### config.mk
export PLATFORM = sky130hd
export DESIGN_NAME = pie_enable_bank
export DESIGN_NICKNAME = d
export VERILOG_FILES = /design/src/pie_pkg.sv /design/src/pie_gate.sv /design/src/pie_timer_flag.sv /design/src/pie_enable_bank.sv
export SDC_FILE = /design/constraint.sdc
export NUM_CORES = 1
export LEC_CHECK = 0
export BUFFER_PORTS_ARGS = -buffer_cell sky130_fd_sc_hd__buf_4
export CORE_AREA = 10 10 85 87
export CTS_BUF_LIST = sky130_fd_sc_hd__clkbuf_4
export DETAILED_ROUTE_END_ITERATION = 16
export DIE_AREA = 0 0 95 97
export PLACE_DENSITY = 0.57
export SKIP_LAST_GASP = 1
export SYNTH_ARGS = -nofsm -noshare
export SYNTH_HDL_FRONTEND = slang
export SYNTH_SLANG_ARGS = --single-unit
### constraint.sdc
create_clock -name clk_sys -period 5.2 [get_ports clk_sys]
set_input_delay 0.52 -clock clk_sys [delete_from_list [all_inputs] [get_ports clk_sys]]
set_output_delay 0.52 -clock clk_sys [all_outputs]
set_load 0.01 [all_outputs]
### src/pie_pkg.sv
package pie_pkg;

	// ----------------------------------------------------------------
	// Register map
	// ----------------------------------------------------------------
	// Printed offsets are not all multiples of four: byte address is 4*index
	localparam logic [7:0] IDX_ENABLE_HI = 8'h11;
	localparam logic [7:0] IDX_ENABLE_LO = 8'h17;
	localparam logic [7:0] IDX_FLAGS_LO  = 8'h18;
	localparam logic [7:0] IDX_FLAGS_HI  = 8'h19;
	localparam logic [7:0] IDX_STATUS    = 8'h1a;
	localparam logic [7:0] RST_ENABLE_HI = 8'h00;
	localparam logic [7:0] RST_ENABLE_LO = 8'h00;
	// Unimplemented bit of the high enable register
	localparam logic [7:0] MASK_ENABLE_HI = 8'hef;

	// ----------------------------------------------------------------
	// Field positions, low register
	// ----------------------------------------------------------------
	localparam int BIT_PORT_CHANGE = 7;
	localparam int BIT_TIMER_THREE = 6;
	localparam int BIT_TIMER_TWO   = 5;
	localparam int BIT_TIMER_ONE   = 4;
	localparam int BIT_CAPTURE_TWO = 3;
	localparam int BIT_CAPTURE_ONE = 2;
	localparam int BIT_SER_ONE_TX  = 1;
	localparam int BIT_SER_ONE_RX  = 0;

	// ----------------------------------------------------------------
	// Field positions, high register
	// ----------------------------------------------------------------
	localparam int BIT_SYNC_SERIAL   = 7;
	localparam int BIT_BUS_COLLISION = 6;
	localparam int BIT_CONVERTER     = 5;
	localparam int BIT_UNUSED_HI     = 4;
	localparam int BIT_CAPTURE_FOUR  = 3;
	localparam int BIT_CAPTURE_THREE = 2;
	localparam int BIT_SER_TWO_TX    = 1;
	localparam int BIT_SER_TWO_RX    = 0;

	// ----------------------------------------------------------------
	// Timing
	// ----------------------------------------------------------------
	localparam int ACK_LATENCY = 1;

endpackage : pie_pkg

### src/pie_gate.sv
`timescale 1ns/1ps
`default_nettype none

// ----------------------------------------------------------------
// Flag gating: OR of each flag ANDed with its enable
// ----------------------------------------------------------------
module pie_gate #(
	parameter int WIDTH = 16
) (
	input  wire logic [WIDTH-1:0] flags,
	input  wire logic [WIDTH-1:0] enables,
	output logic      [WIDTH-1:0] pending,
	output logic                  any_pending
);

	initial begin
		if (WIDTH < 1)
			$error("pie_gate WIDTH must be at least 1");
	end

	// Masking per source, then reduction
	always_comb begin
		pending     = flags & enables;
		any_pending = |pending;
	end

endmodule : pie_gate

`default_nettype wire

### src/pie_timer_flag.sv
`timescale 1ns/1ps
`default_nettype none

// ----------------------------------------------------------------
// Flag sources for the second timer and second capture channel
// ----------------------------------------------------------------
// Sticky flags: set by hardware event, cleared by software pulse.
// A set in the same cycle as a clear wins so no event is lost.
module pie_timer_flag (
	input  wire logic clk_sys,
	input  wire logic rst,
	input  wire logic timer_two_wrap,
	input  wire logic capture_two_event,
	input  wire logic clr_timer_two,
	input  wire logic clr_capture_two,
	output logic      timer_two_flag,
	output logic      capture_two_flag
);

	logic timer_q;
	logic timer_d;
	logic capture_q;
	logic capture_d;

	// Next state of both flags
	always_comb begin
		timer_d   = (timer_q & ~clr_timer_two) | timer_two_wrap;
		capture_d = (capture_q & ~clr_capture_two) | capture_two_event;
	end

	// Flag registers
	always_ff @(posedge clk_sys) begin
		if (rst) begin
			timer_q   <= 1'b0;
			capture_q <= 1'b0;
		end else begin
			timer_q   <= timer_d;
			capture_q <= capture_d;
		end
	end

	assign timer_two_flag   = timer_q;
	assign capture_two_flag = capture_q;

endmodule : pie_timer_flag

`default_nettype wire

### src/pie_enable_bank.sv
// The Wishbone interface to the registers was chosen for this implementation.
`timescale 1ns/1ps
`default_nettype none

// How it works
// - Low bit 7 enables the port change flag request.
// - Low bit 6 enables the third timer flag request.
// - Low bit 5 enables the second timer period-match flag request.
// - Low bit 4 enables the first timer flag request.
// - Low bit 3 enables the second capture flag request.
// - Low bit 2 enables the first capture flag request.
// - Low bit 1 enables serial one transmit-empty request.
// - Low bit 0 enables serial one receive-full request.
// - High bit 6 enables the bus collision flag request.
// - High bit 1 enables serial two transmit-empty request.
// - Second timer flag sets when count wraps to zero after period match.
// - Second capture flag sets on each capture event of that channel.
module pie_enable_bank (
	input  wire logic        clk_sys,
	input  wire logic        rst,
	// Wishbone classic slave
	input  wire logic        wb_cyc_i,
	input  wire logic        wb_stb_i,
	input  wire logic        wb_we_i,
	input  wire logic [9:0]  wb_adr_i,
	input  wire logic [3:0]  wb_sel_i,
	input  wire logic [31:0] wb_dat_i,
	output logic      [31:0] wb_dat_o,
	output logic             wb_ack_o,
	output logic             wb_err_o,
	// Flag inputs, low register order
	input  wire logic        port_change_flag,
	input  wire logic        timer_three_flag,
	input  wire logic        timer_one_flag,
	input  wire logic        capture_one_flag,
	input  wire logic        serial_one_tx_flag,
	input  wire logic        serial_one_rx_flag,
	// Flag inputs, high register order
	input  wire logic        sync_serial_flag,
	input  wire logic        bus_collision_flag,
	input  wire logic        converter_flag,
	input  wire logic        capture_four_flag,
	input  wire logic        capture_three_flag,
	input  wire logic        serial_two_tx_flag,
	input  wire logic        serial_two_rx_flag,
	// Raw events for the locally held flags
	input  wire logic        timer_two_wrap,
	input  wire logic        capture_two_event,
	// Combined peripheral request
	output logic             periph_irq_req
);

	// ----------------------------------------------------------------
	// Register state
	// ----------------------------------------------------------------
	logic [7:0]  en_lo_q;
	logic [7:0]  en_lo_d;
	logic [7:0]  en_hi_q;
	logic [7:0]  en_hi_d;
	logic        ack_q;
	logic        ack_d;
	logic        err_q;
	logic        err_d;
	logic [31:0] dat_q;
	logic [31:0] dat_d;
	logic        req_q;
	logic        req_d;
	logic        clr_t2;
	logic        clr_c2;
	logic        timer_two_flag;
	logic        capture_two_flag;
	logic [15:0] flags_all;
	logic [15:0] enables_all;
	logic        any_pending;
	logic [7:0]  word_idx;
	logic        access;
	logic        wr_lane0;

	// Address index from byte address
	function automatic logic [7:0] byte_to_idx(input logic [9:0] adr);
		byte_to_idx = adr[9:2];
	endfunction : byte_to_idx

	// ----------------------------------------------------------------
	// Locally held flags
	// ----------------------------------------------------------------
	pie_timer_flag u_flags (
		.clk_sys           (clk_sys),
		.rst               (rst),
		.timer_two_wrap    (timer_two_wrap),
		.capture_two_event (capture_two_event),
		.clr_timer_two     (clr_t2),
		.clr_capture_two   (clr_c2),
		.timer_two_flag    (timer_two_flag),
		.capture_two_flag  (capture_two_flag)
	);

	// Flag vector, low register in the bottom byte
	always_comb begin
		flags_all = {sync_serial_flag, bus_collision_flag, converter_flag,
			1'b0, capture_four_flag, capture_three_flag,
			serial_two_tx_flag, serial_two_rx_flag,
			port_change_flag, timer_three_flag, timer_two_flag,
			timer_one_flag, capture_two_flag, capture_one_flag,
			serial_one_tx_flag, serial_one_rx_flag};
		enables_all = {en_hi_q, en_lo_q};
	end

	// ----------------------------------------------------------------
	// Gating of every source
	// ----------------------------------------------------------------
	// Per-bit AND then OR; too
	pie_gate #(
		.WIDTH (16)
	) u_gate (
		.flags       (flags_all),
		.enables     (enables_all),
		.pending     (),
		.any_pending (any_pending)
	);

	// ----------------------------------------------------------------
	// Bus decode
	// ----------------------------------------------------------------
	// Ack drops the cycle after it rises so a held request is not retaken
	always_comb begin
		word_idx = byte_to_idx(wb_adr_i);
		access   = wb_cyc_i & wb_stb_i & ~ack_q & ~err_q;
		wr_lane0 = access & wb_we_i & wb_sel_i[0];
	end

	// Next register, answer and request values
	always_comb begin
		en_lo_d = en_lo_q;
		en_hi_d = en_hi_q;
		ack_d   = 1'b0;
		err_d   = 1'b0;
		dat_d   = dat_q;
		clr_t2  = 1'b0;
		clr_c2  = 1'b0;
		if (access) begin
			case (word_idx)
				pie_pkg::IDX_ENABLE_LO: begin
					if (wr_lane0)
						en_lo_d = wb_dat_i[7:0];
					dat_d = {24'h000000, en_lo_q};
					ack_d = 1'b1;
				end
				pie_pkg::IDX_ENABLE_HI: begin
					if (wr_lane0)
						en_hi_d = wb_dat_i[7:0] & pie_pkg::MASK_ENABLE_HI;
					dat_d = {24'h000000, en_hi_q};
					ack_d = 1'b1;
				end
				pie_pkg::IDX_FLAGS_LO: begin
					// Write one to clear the two local flags
					if (wr_lane0) begin
						clr_t2 = wb_dat_i[pie_pkg::BIT_TIMER_TWO];
						clr_c2 = wb_dat_i[pie_pkg::BIT_CAPTURE_TWO];
					end
					dat_d = {24'h000000, flags_all[7:0]};
					ack_d = 1'b1;
				end
				pie_pkg::IDX_FLAGS_HI: begin
					dat_d = {24'h000000, flags_all[15:8]};
					ack_d = 1'b1;
				end
				pie_pkg::IDX_STATUS: begin
					dat_d = {31'h00000000, req_q};
					ack_d = 1'b1;
				end
				default: begin
					dat_d = 32'h00000000;
					err_d = 1'b1;
				end
			endcase
		end
		req_d = any_pending;
	end

	// ----------------------------------------------------------------
	// Registers
	// ----------------------------------------------------------------
	always_ff @(posedge clk_sys) begin
		if (rst) begin
			en_lo_q <= pie_pkg::RST_ENABLE_LO;
			en_hi_q <= pie_pkg::RST_ENABLE_HI;
			ack_q   <= 1'b0;
			err_q   <= 1'b0;
			dat_q   <= 32'h00000000;
			req_q   <= 1'b0;
		end else begin
			en_lo_q <= en_lo_d;
			en_hi_q <= en_hi_d;
			ack_q   <= ack_d;
			err_q   <= err_d;
			dat_q   <= dat_d;
			req_q   <= req_d;
		end
	end

	assign wb_ack_o       = ack_q;
	assign wb_err_o       = err_q;
	assign wb_dat_o       = dat_q;
	assign periph_irq_req = req_q;

endmodule : pie_enable_bank

`default_nettype wire

==> metrics.md <==
| Metric | Value |
|---|---|
| Worst hold path stage count | `3` |
| Post-CTS Resized | `0` |
| Critical Path Source Type | `primary input` |
| Worst clock skew | `0.00277 ns` |
| Worst min-delay path endpoint | `en_lo_q[4]$_SDFFE_PP0P_` |
| Ant. Diodes | `0` |
| Setup Total Neg Slack | `0 ns` |
| Largest net degree at the start of global routing | `24` |
| Post-Route WL | `4520 um` |
| FF-to-FF Start | `wb_err_o$_SDFF_PP0_` |
| Top-count cell post-synth | `dfxtp_1` |
| Power density cells | `192 mW/mm2` |
| Longest Clk Path Bufs | `2` |
| Reg-to-Reg End | `en_hi_q[6]$_SDFFE_PP0P_` |
| Leakage Power | `0.831 nW` |
| Slowest CP cell | `nor4_4` |
| Worst Path Arrival | `2.29 ns` |
| CP Cell Sequence | `buf_4, or4b_1, nor4_4, mux2i_1, nor2_1` |
| Setup CP Type | `primary input to register` |
| Top-area cell type share of the netlist area | `34.8%` |
| Total number of vias | `1388` |
| Peak VDD IR | `0.0948 mV` |
| Root Buffer Master | `clkbuf_4` |
| Avg WL per Cell | `15.6 um` |
| Grt total ovfl | `0` |
| Vias per inst | `4.79` |
| Final #Nets | `286` |
| Global-route total usage across every layer | `9.18%` |
| Cell taking the most area after synthesis | `dfxtp_1` |
| Maxcap violations | `0` |
| Top Usage Layer GRT | `met2` |
| Tcrit/Tclk final | `39.4%` |
| Async SR Flop Fraction | `0%` |
| Grt met3 use | `2.54%` |
| Layout cells sized above 1 | `24.8%` |
| Prevailing post-synth register cell | `dfxtp_1` |
| Buffers on Ports | `47` |
| Hold Crit Start | `wb_dat_i[4]` |
| Drt drc | `0` |
| # hold bufs at CTS | `0` |
| Initial Utilization | `29.4%` |
| Status | `complete, no violations` |
| Met1 Usage GRT | `11.0%` |
| ANT nets after route | `0` |
| Worst skew pair latency | `0.33 ns` |
| Postcts setup bufs | `0` |
| DIE AREA | `0.00922 mm2` |
| Worst min path class | `primary input to register` |
| H-tree levels | `1` |
| Max incr delay on CP | `0.68 ns` |
| First-pass GRT wire length | `6910 um` |
| Cell family with most CP delay | `simple AND/OR/NAND/NOR gates` |
| CTS Buf Count | `3` |
| Initial antenna violation count | `0` |
| Critical Path End Type | `register` |
| Reg2reg path depth | `4` |
| Fillers | `591` |
| Chip width | `95 um` |
| Bufs and invs on worst path | `1` |
| Post-layout min period | `2.05 ns` |
| YS warnings | `0` |
| First-pass detailed-route iteration total | `4` |
| Register-to-register setup slack | `3.29 ns` |
| Synth Cell Area | `0.00161 mm2` |
| Die H | `97 um` |
| Worst-Margin Slew | `0.748 ns` |
| Max frequency | `0.489 GHz` |
| Placer Congestion | `0.786` |
| Post-synth top cells | `dfxtp_1, buf_4, mux2i_1, nor2_1` |
| Post-synth EDFFs | `0` |
| I/O pins | `101` |
| Met2 Usage GRT | `15.6%` |
| Hold Vio Cnt, Final | `0` |
| Area contributors post-synth | `dfxtp_1, mux2i_1, buf_4, nor2_1, a22oi_1` |
| Clock transition at path regs | `0.15 ns` |
| Final setup violation count | `0` |
| Average cell area after synthesis | `9.05 um2` |
| FF+latch count, synth | `28` |
| Final Core Density | `35.4%` |
| Final slew viol count | `0` |
| Layout area overhead | `20.4%` |
| Critical path required time | `5.44 ns` |
| Crit-path max FO | `7` |
| RSZ-0062 raised after global routing | `no` |
| Max_slew headroom | `49.8%` |
| CTS tree | `built` |
| Yosys cell types | `46` |
| Seq/Total Area, Yosys | `34.8%` |
| Vias in the first global route | `1435` |
| # clock sinks | `28` |
| Post-DP HPWL | `3660 um` |
| DR iter-0 viols | `96` |
| Core Area | `0.00547 mm2` |
| Mapped Cells | `178` |
| Row cnt | `27` |
[layer usage]
layer	part of all wire [%]	vias to the layer above	wire, um
li1	-	686	-
met1	43	646	1950
met2	47	52	2140
met3	8.8	4	399
met4	0.55	0	25
met5	0	-	0
[registers in the layout, indices dropped and copies added (netlist names)]
register and flops:
periph_irq_req 1, en_hi_q 7, wb_dat_o 8, u_flags.capture_two_flag 1
u_flags.timer_two_flag 1, wb_err_o 1, en_lo_q 8, wb_ack_o 1
[area by class of cell]
type,count,area (um2),share of cell area [%]
flip-flops and latches,28,561,28.9
multi-input cells,139,910,46.9
repair buffers,47,353,18.2
inverters,1,3.75,0.194
well taps,72,90.1,4.65
clock buffers,3,22.5,1.16
[per-stage QoR]
| stage | setup WS [ns] | cell area (um2) | hold WS, ns | power (mW) | std cells |
|---|---|---|---|---|---|
| floorplan | 3.10 | 1700 | 0.469 | 0.265 | 201 |
| global placement | 2.75 | 1920 | 0.436 | 0.283 | 287 |
| detailed placement | 2.74 | 1920 | 0.441 | 0.284 | 287 |
| CTS | 3.10 | 1940 | 0.415 | 0.372 | 290 |
| global route | 3.07 | 1940 | 0.415 | 0.388 | 290 |
| finish | 3.15 | 1940 | 0.409 | 0.373 | 290 |
[worst register-to-register path: cells and delay by family (launching register included)]
family,cells,cell delay [ns]
flip-flops,1,0.36
multiplexers,1,0.26
AND/OR/NAND/NOR,3,1.20
[worst max path at each step]
| stage | depth (start not counted) | end | start |
|---|---|---|---|
| global route | 5 | en_hi_q[2]$_SDFFE_PP0P_ | wb_adr_i[9] |
| detailed placement | 5 | en_hi_q[6]$_SDFFE_PP0P_ | wb_adr_i[9] |
| CTS | 5 | en_hi_q[6]$_SDFFE_PP0P_ | wb_adr_i[9] |
| floorplan | 6 | en_lo_q[7]$_SDFFE_PP0P_ | wb_adr_i[9] |
| global placement | 5 | en_hi_q[2]$_SDFFE_PP0P_ | wb_adr_i[9] |
| finish | 5 | en_hi_q[6]$_SDFFE_PP0P_ | wb_adr_i[9] |
[cells in the final DEF, fill, tap and decap left out, drive strengths merged, types with 2 or more instances in the layout]
master / n
nand3: 3
buf: 47
clkbuf: 3
o21ai: 9
a22oi: 8
nand2: 8
nand2b: 2
a31oi: 3
and4b: 2
nor4: 3
nor3: 2
conb: 24
a22o: 2
o22a: 5
a221oi: 2
and3: 2
mux2i: 21
nor2: 21
dfxtp: 28
[report_power, final]
| group | switching, mW | total [mW] | internal (mW) |
|---|---|---|---|
| Clock | 0.0654 | 0.0926 | 0.0273 |
| Sequential | 0.00164 | 0.218 | 0.217 |
| Combinational | 0.0342 | 0.0618 | 0.0275 |
| Total | 0.101 | 0.373 | 0.271 |
[cell families after synthesis]
family | Yosys count | share of synthesized area, %
flip-flops | 28 | 34.8
buffers and inverters | 34 | 14.1
AO/OA/AOI/OAI | 36 | 16.2
AND/OR/NAND/NOR | 57 | 20.9
multiplexers | 22 | 13.8
other | 1 | 0.233
Note: power is estimated with default switching activity, not from simulation.
